--- src/common/clock_gen_serial_config_defines.vh ---
// Constants for the serial configuration port of the clock generator.
// Assumes inclusion by bare name from design files on the 250 MHz clk_sys.
//
// Notes on behaviour
// - Registers load defaults at reset; writes optional
// - Port only receives; no read-back path
// - Eleven bytes: address, command, count, data0-7
// - Only address 11010010 updates any register
// - Command and count bytes sent, contents ignored
// - Bits arrive most significant first
// - Disabled clock outputs driven low, not floated
// - Frequency changes applied smoothly, system keeps running
// - Byte0 bit3 picks strap or software select
// - Software select bits choose CPU/SDRAM/PCI frequency
// - Byte0 bits1-0: 00 normal, 10 spread
// - Byte1 bits3-0 enable CPU outputs, default on
// - Byte2 bit6, bits4-0 enable PCI outputs
// - Byte3 bits5,4,3 enable 48, 24, SDRAM_F
// - Byte3 bits2-0 enable SDRAM groups of four
// - Byte5 bits1-0 enable reference outputs
// - Mode 11 three-states CPU, PCI, REF, 48, 24
// - Software codes apply only when bit3 set
`ifndef CLOCK_GEN_SERIAL_CONFIG_DEFINES_VH
`define CLOCK_GEN_SERIAL_CONFIG_DEFINES_VH

// ------------------------------------------------------------------
// Transfer framing
// ------------------------------------------------------------------
`define SLAVE_ADDR        8'hd2
`define XFER_BYTES        4'hb
`define FIRST_DATA_IDX    4'h3
`define LAST_BIT          3'h7

// ------------------------------------------------------------------
// Byte positions inside the data block
// ------------------------------------------------------------------
`define BYTE_FREQ         3'h0
`define BYTE_CPU          3'h1
`define BYTE_PCI          3'h2
`define BYTE_AUX          3'h3
`define BYTE_RSVD4        3'h4
`define BYTE_REF          3'h5
`define BYTE_RSVD6        3'h6
`define BYTE_RSVD7        3'h7

// ------------------------------------------------------------------
// Field positions
// ------------------------------------------------------------------
`define FREQ_SEL_HI       7
`define FREQ_SEL_LO       4
`define FREQ_SRC_BIT      3
`define MODE_HI           1
`define MODE_LO           0
`define PCI_FREE_BIT      6
`define USB_BIT           5
`define SIO_BIT           4
`define MEM_FREE_BIT      3
`define MEM_HIGH_BIT      2
`define MEM_MID_BIT       1
`define MEM_LOW_BIT       0
`define MODE_SPREAD       2'h2
`define MODE_HIZ          2'h3

// ------------------------------------------------------------------
// Reset values and writable masks
// ------------------------------------------------------------------
`define DFLT_FREQ         8'h00
`define DFLT_CPU          8'h0f
`define DFLT_PCI          8'h5f
`define DFLT_AUX          8'h3f
`define DFLT_REF          8'h03
`define DFLT_RSVD         8'h00
`define MASK_FREQ         8'hfb
`define MASK_CPU          8'h0f
`define MASK_PCI          8'h5f
`define MASK_AUX          8'h3f
`define MASK_REF          8'h03
`define MASK_RSVD         8'h00

// ------------------------------------------------------------------
// Receiver states
// ------------------------------------------------------------------
`define ST_IDLE           2'h0
`define ST_BITS           2'h1
`define ST_ACK            2'h2
`define ST_SKIP           2'h3

`endif

--- src/verilog/clock_gen_serial_config.v ---
// Write-only two-wire configuration receiver and output gating of the clock generator.
// Assumes the serial clock is far slower than clk_sys (250 MHz) and the source clocks
// come from the synthesiser, which slews to a new select code on its own loop.
`timescale 1ns/1ps
`include "clock_gen_serial_config_defines.vh"
module clock_gen_serial_config (
    input  wire       clk_sys,                  // System clock
    input  wire       rstn,                     // Async reset, active low
    input  wire       config_serial_clock_pin,  // Serial clock pin
    input  wire       config_serial_data_pin,   // Serial data pin level
    output wire       config_serial_data_out,   // Serial data drive value
    output wire       config_serial_data_oe_n,  // Serial data drive, low drives
    input  wire [3:0] strap_freq_select_inputs, // Strap select, sampled every clk_sys cycle
    input  wire       proc_clk_src,             // CPU clock from synthesiser
    input  wire       bus_clk_src,              // PCI clock from synthesiser
    input  wire       mem_clk_src,              // Buffered SDRAM input
    input  wire       usb_clk_src,              // 48 MHz source
    input  wire       superio_clk_src,          // 24 MHz source
    input  wire       crystal_clk_src,          // Crystal reference source
    output wire [3:0] freq_select_active,       // Code steering synthesiser
    output wire       freq_from_software,       // Software select in force
    output wire       spread_enable,            // Modulation on
    output wire       freq_update,              // Pulse on new select code
    output wire       clocks_oe_n,              // Three-state, low drives
    output wire       proc_clock_out_free,      // Free-running CPU clock
    output wire       proc_clock_out_one,       // CPU clock 1
    output wire       proc_clock_out_two,       // CPU clock 2
    output wire       proc_clock_out_three,     // CPU clock 3
    output wire       bus_clock_out_free,       // Free-running PCI clock
    output wire       bus_clock_out_one,        // PCI clock 1
    output wire       bus_clock_out_two,        // PCI clock 2
    output wire       bus_clock_out_three,      // PCI clock 3
    output wire       bus_clock_out_four,       // PCI clock 4
    output wire       bus_clock_out_five,       // PCI clock 5
    output wire       usb_reference_clock_out,  // 48 MHz output
    output wire       superio_clock_out,        // 24 MHz output
    output wire       memory_buffer_free,       // Free-running SDRAM buffer
    output wire [3:0] memory_buffer_group_low,  // SDRAM buffers 0-3
    output wire [3:0] memory_buffer_group_mid,  // SDRAM buffers 4-7
    output wire [3:0] memory_buffer_group_high, // SDRAM buffers 8-11
    output wire       crystal_copy_out_zero,    // Reference output 0
    output wire       crystal_copy_out_one      // Reference output 1
);

    // ------------------------------------------------------------------
    // Per-byte tables
    // ------------------------------------------------------------------
    function [7:0] byte_default;
        input [2:0] idx;
        begin
            if (idx == `BYTE_FREQ) begin
                byte_default = `DFLT_FREQ;
            end else if (idx == `BYTE_CPU) begin
                byte_default = `DFLT_CPU;
            end else if (idx == `BYTE_PCI) begin
                byte_default = `DFLT_PCI;
            end else if (idx == `BYTE_AUX) begin
                byte_default = `DFLT_AUX;
            end else if (idx == `BYTE_REF) begin
                byte_default = `DFLT_REF;
            end else begin
                byte_default = `DFLT_RSVD;
            end
        end
    endfunction

    // Reserved bits never reach storage, so a careless master cannot set them
    function [7:0] byte_mask;
        input [2:0] idx;
        begin
            if (idx == `BYTE_FREQ) begin
                byte_mask = `MASK_FREQ;
            end else if (idx == `BYTE_CPU) begin
                byte_mask = `MASK_CPU;
            end else if (idx == `BYTE_PCI) begin
                byte_mask = `MASK_PCI;
            end else if (idx == `BYTE_AUX) begin
                byte_mask = `MASK_AUX;
            end else if (idx == `BYTE_REF) begin
                byte_mask = `MASK_REF;
            end else begin
                byte_mask = `MASK_RSVD;
            end
        end
    endfunction

    // ------------------------------------------------------------------
    // Pin sampling
    // ------------------------------------------------------------------
    wire [5:0] pins_s;
    wire       scl_s;
    wire       sda_s;
    wire [3:0] strap_s;

    serial_line_sampler u_sampler (
        .clk_sys  (clk_sys),
        .rstn     (rstn),
        .async_in ({strap_freq_select_inputs, config_serial_data_pin, config_serial_clock_pin}),
        .sync_out (pins_s)
    );

    assign scl_s   = pins_s[0];
    assign sda_s   = pins_s[1];
    assign strap_s = pins_s[5:2];

    reg scl_q;
    reg sda_q;

    always @(posedge clk_sys or negedge rstn) begin
        if (!rstn) begin
            scl_q <= 1'b1;
            sda_q <= 1'b1;
        end else begin
            scl_q <= scl_s;
            sda_q <= sda_s;
        end
    end

    wire scl_rise = scl_s & ~scl_q;
    wire scl_fall = ~scl_s & scl_q;
    wire start_c  = scl_s & scl_q & sda_q & ~sda_s;
    wire stop_c   = scl_s & scl_q & ~sda_q & sda_s;

    // ------------------------------------------------------------------
    // Receiver
    // ------------------------------------------------------------------
    reg [1:0] state_q;
    reg [1:0] state_d;
    reg [3:0] byte_idx_q;
    reg [3:0] byte_idx_d;
    reg [2:0] bit_cnt_q;
    reg [2:0] bit_cnt_d;
    reg [7:0] shift_q;
    reg [7:0] shift_d;
    reg       matched_q;
    reg       matched_d;
    reg       ack_ok_q;
    reg       ack_ok_d;
    reg       ack_drive_q;
    reg       ack_drive_d;
    reg       byte_done_q;
    reg       byte_done_d;
    reg       commit_c;

    wire [3:0] data_pos = byte_idx_q - `FIRST_DATA_IDX;
    wire [7:0] rx_byte  = {shift_q[6:0], sda_s};
    wire       in_data  = (byte_idx_q >= `FIRST_DATA_IDX) && (byte_idx_q < `XFER_BYTES);

    always @* begin
        state_d     = state_q;
        byte_idx_d  = byte_idx_q;
        bit_cnt_d   = bit_cnt_q;
        shift_d     = shift_q;
        matched_d   = matched_q;
        ack_ok_d    = ack_ok_q;
        ack_drive_d = ack_drive_q;
        byte_done_d = byte_done_q;
        commit_c    = 1'b0;
        if (start_c) begin
            // A repeated start resynchronises byte positions to the address
            state_d     = `ST_BITS;
            byte_idx_d  = 4'h0;
            bit_cnt_d   = 3'h0;
            matched_d   = 1'b0;
            ack_ok_d    = 1'b0;
            byte_done_d = 1'b0;
            ack_drive_d = 1'b0;
        end else if (stop_c) begin
            state_d     = `ST_IDLE;
            ack_drive_d = 1'b0;
        end else begin
            case (state_q)
                `ST_BITS: begin
                    if (scl_rise) begin
                        shift_d   = rx_byte;
                        bit_cnt_d = bit_cnt_q + 3'h1;
                        if (bit_cnt_q == `LAST_BIT) begin
                            byte_done_d = 1'b1;
                            if (byte_idx_q == 4'h0) begin
                                matched_d = (rx_byte == `SLAVE_ADDR);
                                ack_ok_d  = (rx_byte == `SLAVE_ADDR);
                            end else begin
                                // Command and count bytes are acknowledged but not kept
                                ack_ok_d = matched_q && (byte_idx_q < `XFER_BYTES);
                                commit_c = matched_q && in_data;
                            end
                        end
                    end else if (scl_fall && byte_done_q && ack_ok_q) begin
                        byte_done_d = 1'b0;
                        ack_drive_d = 1'b1;
                        state_d     = `ST_ACK;
                    end else if (scl_fall && byte_done_q) begin
                        // Foreign address or past the eleventh byte: ignore until next start
                        byte_done_d = 1'b0;
                        state_d     = `ST_SKIP;
                    end
                end
                `ST_ACK: begin
                    if (scl_fall) begin
                        ack_drive_d = 1'b0;
                        ack_ok_d    = 1'b0;
                        byte_idx_d  = byte_idx_q + 4'h1;
                        state_d     = `ST_BITS;
                    end
                end
                default: begin
                    // Idle or another slave's transfer: wait for the next start
                    ack_drive_d = 1'b0;
                end
            endcase
        end
    end

    always @(posedge clk_sys or negedge rstn) begin
        if (!rstn) begin
            state_q     <= `ST_IDLE;
            byte_idx_q  <= 4'h0;
            bit_cnt_q   <= 3'h0;
            shift_q     <= 8'h00;
            matched_q   <= 1'b0;
            ack_ok_q    <= 1'b0;
            ack_drive_q <= 1'b0;
            byte_done_q <= 1'b0;
        end else begin
            state_q     <= state_d;
            byte_idx_q  <= byte_idx_d;
            bit_cnt_q   <= bit_cnt_d;
            shift_q     <= shift_d;
            matched_q   <= matched_d;
            ack_ok_q    <= ack_ok_d;
            ack_drive_q <= ack_drive_d;
            byte_done_q <= byte_done_d;
        end
    end

    // Data line is only ever pulled low for acknowledge; nothing is read back
    assign config_serial_data_out  = 1'b0;
    assign config_serial_data_oe_n = ~ack_drive_q;

    // ------------------------------------------------------------------
    // Configuration storage
    // ------------------------------------------------------------------
    reg [7:0] cfg_q [0:7];
    integer   k;

    always @(posedge clk_sys or negedge rstn) begin
        if (!rstn) begin
            for (k = 0; k < 8; k = k + 1) begin
                cfg_q[k] <= byte_default(k[2:0]);
            end
        end else if (commit_c) begin
            cfg_q[data_pos[2:0]] <= rx_byte & byte_mask(data_pos[2:0]);
        end
    end

    wire [7:0] freq_byte = cfg_q[`BYTE_FREQ];
    wire [7:0] cpu_byte  = cfg_q[`BYTE_CPU];
    wire [7:0] pci_byte  = cfg_q[`BYTE_PCI];
    wire [7:0] aux_byte  = cfg_q[`BYTE_AUX];
    wire [7:0] ref_byte  = cfg_q[`BYTE_REF];

    // ------------------------------------------------------------------
    // Frequency source and mode
    // ------------------------------------------------------------------
    reg [3:0] freq_sel_q;
    reg       freq_upd_q;
    wire      sw_select = freq_byte[`FREQ_SRC_BIT];
    wire [3:0] freq_sel_d = sw_select ? freq_byte[`FREQ_SEL_HI:`FREQ_SEL_LO] : strap_s;
    wire [1:0] mode      = freq_byte[`MODE_HI:`MODE_LO];

    // The synthesiser slews towards a new code; a single pulse marks the request
    always @(posedge clk_sys or negedge rstn) begin
        if (!rstn) begin
            freq_sel_q <= 4'h0;
            freq_upd_q <= 1'b0;
        end else begin
            freq_sel_q <= freq_sel_d;
            freq_upd_q <= (freq_sel_d != freq_sel_q);
        end
    end

    reg spread_q;
    reg hiz_q;

    // Reserved mode 01 falls back to normal unmodulated output
    always @(posedge clk_sys or negedge rstn) begin
        if (!rstn) begin
            spread_q <= 1'b0;
            hiz_q    <= 1'b0;
        end else begin
            spread_q <= (mode == `MODE_SPREAD);
            hiz_q    <= (mode == `MODE_HIZ);
        end
    end

    assign freq_select_active = freq_sel_q;
    assign freq_from_software = sw_select;
    assign spread_enable      = spread_q;
    assign freq_update        = freq_upd_q;
    assign clocks_oe_n        = hiz_q;

    // ------------------------------------------------------------------
    // Output gating
    // ------------------------------------------------------------------
    // Enables change on clk_sys, unrelated to the source clocks, so one short
    // pulse may appear when an output is switched; a cleared enable holds low.
    assign proc_clock_out_free      = proc_clk_src & cpu_byte[0];
    assign proc_clock_out_one       = proc_clk_src & cpu_byte[1];
    assign proc_clock_out_two       = proc_clk_src & cpu_byte[2];
    assign proc_clock_out_three     = proc_clk_src & cpu_byte[3];
    assign bus_clock_out_free       = bus_clk_src & pci_byte[`PCI_FREE_BIT];
    assign bus_clock_out_one        = bus_clk_src & pci_byte[0];
    assign bus_clock_out_two        = bus_clk_src & pci_byte[1];
    assign bus_clock_out_three      = bus_clk_src & pci_byte[2];
    assign bus_clock_out_four       = bus_clk_src & pci_byte[3];
    assign bus_clock_out_five       = bus_clk_src & pci_byte[4];
    assign usb_reference_clock_out  = usb_clk_src & aux_byte[`USB_BIT];
    assign superio_clock_out        = superio_clk_src & aux_byte[`SIO_BIT];
    assign memory_buffer_free       = mem_clk_src & aux_byte[`MEM_FREE_BIT];
    assign memory_buffer_group_low  = {4{mem_clk_src & aux_byte[`MEM_LOW_BIT]}};
    assign memory_buffer_group_mid  = {4{mem_clk_src & aux_byte[`MEM_MID_BIT]}};
    assign memory_buffer_group_high = {4{mem_clk_src & aux_byte[`MEM_HIGH_BIT]}};
    assign crystal_copy_out_zero    = crystal_clk_src & ref_byte[0];
    assign crystal_copy_out_one     = crystal_clk_src & ref_byte[1];

endmodule // clock_gen_serial_config

--- src/verilog/serial_line_sampler.v ---
// Two-stage synchroniser for the serial pins and the strap inputs.
// Assumes all inputs are asynchronous to clk_sys.
`timescale 1ns/1ps
module serial_line_sampler (
    input  wire       clk_sys,   // System clock
    input  wire       rstn,      // Async reset, active low
    input  wire [5:0] async_in,  // Raw pin levels
    output wire [5:0] sync_out   // Synchronised levels
);

    // ------------------------------------------------------------------
    // Synchroniser stages
    // ------------------------------------------------------------------
    reg [5:0] meta_q;
    reg [5:0] sync_q;

    // Both stages reset high so the bus looks idle out of reset
    always @(posedge clk_sys or negedge rstn) begin
        if (!rstn) begin
            meta_q <= 6'h3f;
            sync_q <= 6'h3f;
        end else begin
            meta_q <= async_in;
            sync_q <= meta_q;
        end
    end

    assign sync_out = sync_q;

endmodule // serial_line_sampler

--- config.mk ---
export PLATFORM = sky130hd
export DESIGN_NAME = clock_gen_serial_config
export DESIGN_NICKNAME = d
export VERILOG_FILES = /design/src/verilog/clock_gen_serial_config.v /design/src/verilog/serial_line_sampler.v
export VERILOG_INCLUDE_DIRS = /design/src /design/src/common
export SDC_FILE = /design/constraint.sdc
export NUM_CORES = 1
export LEC_CHECK = 0
export ABC_CLOCK_PERIOD_IN_PS = 7050
export BUFFER_PORTS_ARGS = -buffer_cell sky130_fd_sc_hd__buf_2
export CAP_MARGIN = 15
export CORE_ASPECT_RATIO = 1.5
export CORE_MARGIN = 1.5
export CORE_UTILIZATION = 45
export DETAILED_ROUTE_END_ITERATION = 6
export PLACE_DENSITY = 0.66
export SKIP_LAST_GASP = 1
export SYNTH_ARGS = -nofsm -noshare
export SYNTH_HDL_FRONTEND = slang
export SYNTH_SLANG_ARGS = --single-unit
--- constraint.sdc ---
create_clock -name clk_sys -period 7.05 [get_ports clk_sys]
set_clock_uncertainty 0.2 [all_clocks]
set_input_delay 1.41 -clock clk_sys [delete_from_list [all_inputs] [get_ports clk_sys]]
set_output_delay 1.41 -clock clk_sys [all_outputs]
set_load 0.05 [all_outputs]
# Yosys cells after proc, flatten, opt, wreduce, memory -nomap -nowiden

Index checks and enable logic that the tools add are counted.

Flip-flop bits (word level): 105
Bits in latches: 0
Memory bits (writable): 0
ROM bits: 0
Input port bits: 14
Memories: 0

Add/subtract/negate cells: 3
Multiply operators: 0
Divide/modulo/power cells: 0
$lt $le $gt $ge: 4
Equality and inequality tests: 20
Shifts and indexed selects: 0
Mux-type cells: 56
Bitwise logic cells: 34
Reductions and logical operators: 25

Operators with widths:

| cell                                                            | count |
|---|---|
| 64-bit bitwise mux                                              | 1 |
| 1-bit 2-to-1 mux                                                | 29 |
| 1-bit AND                                                       | 25 |
| 8-bit demux with 3-bit select                                   | 1 |
| 8-bit 2-to-1 mux                                                | 3 |
| 4-bit 2-to-1 mux                                                | 5 |
| 2-bit 2-to-1 mux                                                | 7 |
| 7-bit 2-to-1 mux                                                | 2 |
| 3-bit 2-to-1 mux                                                | 4 |
| 4-bit inequality test, second input constant                    | 3 |
| 4-bit AND reduction                                             | 3 |
| 2-bit nonzero test                                              | 6 |
| 5-bit AND reduction                                             | 2 |
| 3-bit inequality test, second input constant                    | 3 |
| 3-bit AND reduction                                             | 3 |
| 8-bit AND                                                       | 1 |
| 8-bit == test, second input constant                            | 1 |
| 4-bit nonzero test                                              | 2 |
| 1-bit inverter                                                  | 7 |
| 2-bit == test, second input constant                            | 3 |
| 3-bit by 2-bit == test with 1-bit output, second input constant | 2 |
| 3-bit == test, second input constant                            | 2 |
| 1-bit logical AND                                               | 6 |
| 6-bit 2-to-1 mux                                                | 1 |
| 19 further kinds                                                | 20 |

# Longest topological paths before layout

Word-level depth: 12
Depth in mapped cells: 7

# Hierarchy

From an unflattened synthesis, not the netlist that was laid out.

Cell total of the unflattened synthesis: 286
Area, all modules: 3171.8 um^2

By module, submodules not included:

| module                  | instances | cells each | area each (um^2) | sequential area each (um^2) |
|---|---|---|---|---|
| clock_gen_serial_config | 1         | 274        | 2856.5           | 1376.3 |
| serial_line_sampler     | 1         | 12         | 315.3            | 315.3 |

# Worst setup path after synthesis

No wires, ideal clock.

Path type: input port to output port
Start: input port mem_clk_src
End: output port memory_buffer_group_mid[1]
Arrival time: 2172 ps
Data required time: 5440 ps
Path slack: 3268 ps
Stages: 2
Cell sequence: and2_1 -> buf_4

Longest elaborated chain between the ends: 1

RTL lines:

| element            | RTL line                      | text |
|---|---|---|
| start: declaration | clock_gen_serial_config.v:16  | `input wire mem_clk_src,` |
| 1-bit AND          | clock_gen_serial_config.v:321 | `` assign memory_buffer_group_mid = {4{mem_clk_src & aux_byte[`MEM_MID_BIT]}}; `` |
| end: declaration   | clock_gen_serial_config.v:39  | `output wire [3:0] memory_buffer_group_mid,` |

No other way between the ends.

# Worst setup path in the final report

Start: input port mem_clk_src
End: output port memory_buffer_group_low[3]

Longest elaborated chain between the ends: 1

RTL lines:

| element          | RTL line                      | text |
|---|---|---|
| 1-bit AND        | clock_gen_serial_config.v:320 | `` assign memory_buffer_group_low = {4{mem_clk_src & aux_byte[`MEM_LOW_BIT]}}; `` |
| end: declaration | clock_gen_serial_config.v:38  | `output wire [3:0] memory_buffer_group_low,` |

No other way between the ends.

==> results.md <==
- Fin Setup TNS: 0 ns
- CP peak stage delay: 0.27 ns
- Share of cells above drive strength 1: 0.4308
- Crit-path cells: buf_2, and2_1, buf_2
- Synth top area cells: dfrtp_1 (26%), dfstp_2 (26%), mux2_2 (9.0%)
- CTS Sinks: 66
- Post-DRT Antenna Nets: 0
- Hold Buf Count CTS: 0
- Cell area after synthesis: 3252 um^2
- Element type at the critical path start: primary input
- Most common flop cell mapped by yosys: dfrtp_1
- DP Area: 3478 um^2
- Slew headroom: 0.4570
- Leak: 0.001746 uW
- Clock network power share: 0.291
- Post-synth EDFFs: 0
- Routability cong.: 0.7944
- Pwr/cell area: 296.3 nW/um^2
- Area grow syn2layout: 13.08%
- Worst setup EP type: output port
- Slew Limit Fails: 0
- Synth top area share: 0.2616
- Commonest non-fill, non-tap cell in the layout: buf_2
- Initial antenna violation count: 0
- Clock buffer depth: 2
- Row count: 37
- Crit path arrival time: 1.94 ns
- Reg2Reg Depth: 6
- RSZ-0062 raised after global routing: false
- Hold Violations, Final: 0
- Die ar.: 7756 um^2
- Reg area: 1692 um^2
- Clock tree from TritonCTS: built
- Min-Delay Path Class: reg -> reg
- Gr ovfl total: 0
- Post-synthesis sequential area ratio: 0.5202
- Ys Warns: 0
- Setup Buffers After CTS: 0
- Sw power: 372.6 uW
- Main combinational cell family by area after synthesis: simple AND/OR/NAND/NOR gates
- DRT iter0 DRCs: 94
- Worst setup path category: in -> out
- Synth Area in Simple Gates: 0.1970
- Filler cells: 620
- Width of the die: 72.41 um
- Routed wire length: 5.728 mm
- Least-Margin Pin Slew: 0.8145 ns
- Post-Synth Adder-Cell Area: 0.03463
- Gr usage total: 0.1648
- Num CTS Buffers: 9
- XOR/XNOR Fraction of Synth Area: 0.008080
- Area of the multi-input gates: 1395 um^2
- Netlist cell types: 49
- Post-synthesis mux area share: 0.1254
- Area leader, netlist: dfrtp_1
- Fin crit period: 3.553 ns
- Comb pwr share: 0.270
- Worst-skew pair later-pin latency: 0.35 ns
- Root Buffer Master: clkbuf_8
- H-tree depth: 3
- Post-CTS Resized: 0
- CP Max Fanout: 4
- Synth Area per Inst: 11.70 um^2
- Drc violations: 0
- Fmax: 0.2814 GHz
- WL/cell: 14.21 um
- Commonest non-fill, non-tap cells in the layout: buf_2 (49), nand2_1 (34), dfrtp_1 (34)
- Antenna Cells: 0
- Syn Nets: 301
- I/O pin count: 51
- Hpwl dp: 4.025 mm
- Port Buffer Count: 49
- Setup-failing EPs final: 0
- Largest net degree at the start of global routing: 67
- Post-Layout Inst Area: 3677 um^2
- Crit-path most repeated cell: buf_2
- Vias/cell: 5.258
- Switching Fraction: 0.3420
- Hold depth: 0
- First-pass GRT wire length: 9.722 mm
- Flop pwr share: 0.439
- VDD IR max: 162.1 uV
- Die height: 107.1 um
- Outcome: finished clean
- Via count: 2119
- Compound-Gate Fraction of Synth Area: 0.06272
- Maxcap violations: 0
- Number of global-route vias before repair: 2079
- Synth Register Bits: 66
- Nets@finish: 343
- Period utilisation layout: 0.5040
- Slowest cell on the critical path: buf_2
- Clock input transition at the sequential cells of the worst setup and hold paths: 0.07 ns
- Asr flop ratio synth: 1.000
- Initial Utilization: 0.4683
- Critical Path RT: 5.44 ns
- Syn Inst Count: 278
- Core region area: 6944 um^2
- TritonRoute pass-1 iters: 4
- Pint: 716.9 uW
-- metrics by stage --
stage               cells  power, uW  setup WS, ns  hold WS [ns]  utilization
CTS                   403       1105         3.487        0.1572       0.5296
finish                403       1090         3.497        0.1563       0.5296
floorplan             278      704.8         3.268        0.1452            -
global placement      387      772.9         3.510        0.1454       0.5009
detailed placement    387      782.2         3.488        0.1468       0.5009
global route          403       1161         3.439        0.1610       0.5296
-- flip-flops by register name, indices dropped and copies added (netlist names), 2 cells and up --
signal and count:
freq_byte 7, aux_byte 6, bit_cnt_q 3, freq_select_active 4, state_q 2, u_sampler.sync_out 6
cpu_byte 4, ref_byte 2, shift_q 7, byte_idx_q 4, pci_byte 6, u_sampler.meta_q 6
-- worst max-delay path, delay by kind of cell --
family,cells,cell delay [ns]
buf+inv,2,0.37
simple gates,1,0.16
-- worst paths after layout --
kind                                               start                         endpoint  slack, ns
min                        u_sampler.meta_q[0]$_DFF_PN1_  u_sampler.sync_out[0]$_DFF_PN1_       0.16
min reg2reg                u_sampler.meta_q[0]$_DFF_PN1_  u_sampler.sync_out[0]$_DFF_PN1_       0.16
max reg2reg                    byte_idx_q[0]$_DFFE_PN0P_         freq_byte[1]$_DFFE_PN0P_       4.36
max in group asynchronous                           rstn         bit_cnt_q[0]$_DFFE_PN0P_       5.09
max                                          mem_clk_src       memory_buffer_group_low[3]       3.50
min in group asynchronous                           rstn            freq_update$_DFF_PN0_       1.03
-- routing by layer --
metal	vias up	track usage	routed length, um
li1	1036	-	-
met1	1024	0.1893	2447
met2	49	0.2824	2956
met3	10	0.03947	209
met4	0	0.08086	114
met5	-	0	0
-- cells in the mapped netlist (2+ instances only) --
library cell,number
clkbuf_1,7
mux2_2,26
nor4_1,2
ha_1,9
a21oi_1,4
dfrtp_1,34
nor2_1,11
or2_2,2
buf_4,10
mux2_4,5
nor3_1,5
dfstp_2,32
o2bb2ai_1,7
mux2i_1,4
buf_6,2
nor2b_1,7
nor4b_1,2
o21a_1,3
and4b_1,3
o21ai_0,3
nand4b_1,2
xor2_1,2
nand2b_1,6
a31oi_1,2
nor4_4,2
inv_1,11
nand2_1,34
and2_1,19
nand4_1,2
-- final cells by class --
cell class / count / area share
flip-flops and latches: 66 / 0.4600
multi-input cells: 182 / 0.3794
repair buffers: 50 / 0.06873
clock buffers: 9 / 0.03368
well taps: 78 / 0.02654
clock inverters: 7 / 0.02042
inverters: 11 / 0.01123
-- power by group through the flow --
stage	clock (uW)	combinational (uW)	sequential, uW
3_5_place_dp	0	296	486
3_3_place_gp	0	289	484
5_1_grt	341	333	487
6_report	317	294	479
4_1_cts	328	298	479
2_1_floorplan	0	233	472
-- cell families after synthesis --
family | after synthesis
xor+xnor | 3
other cells | 1
buf+inv | 30
fa+ha+maj | 9
flops | 66
compound gates | 26
simple gates | 108
mux | 35
(Power assumes the default switching activity.)
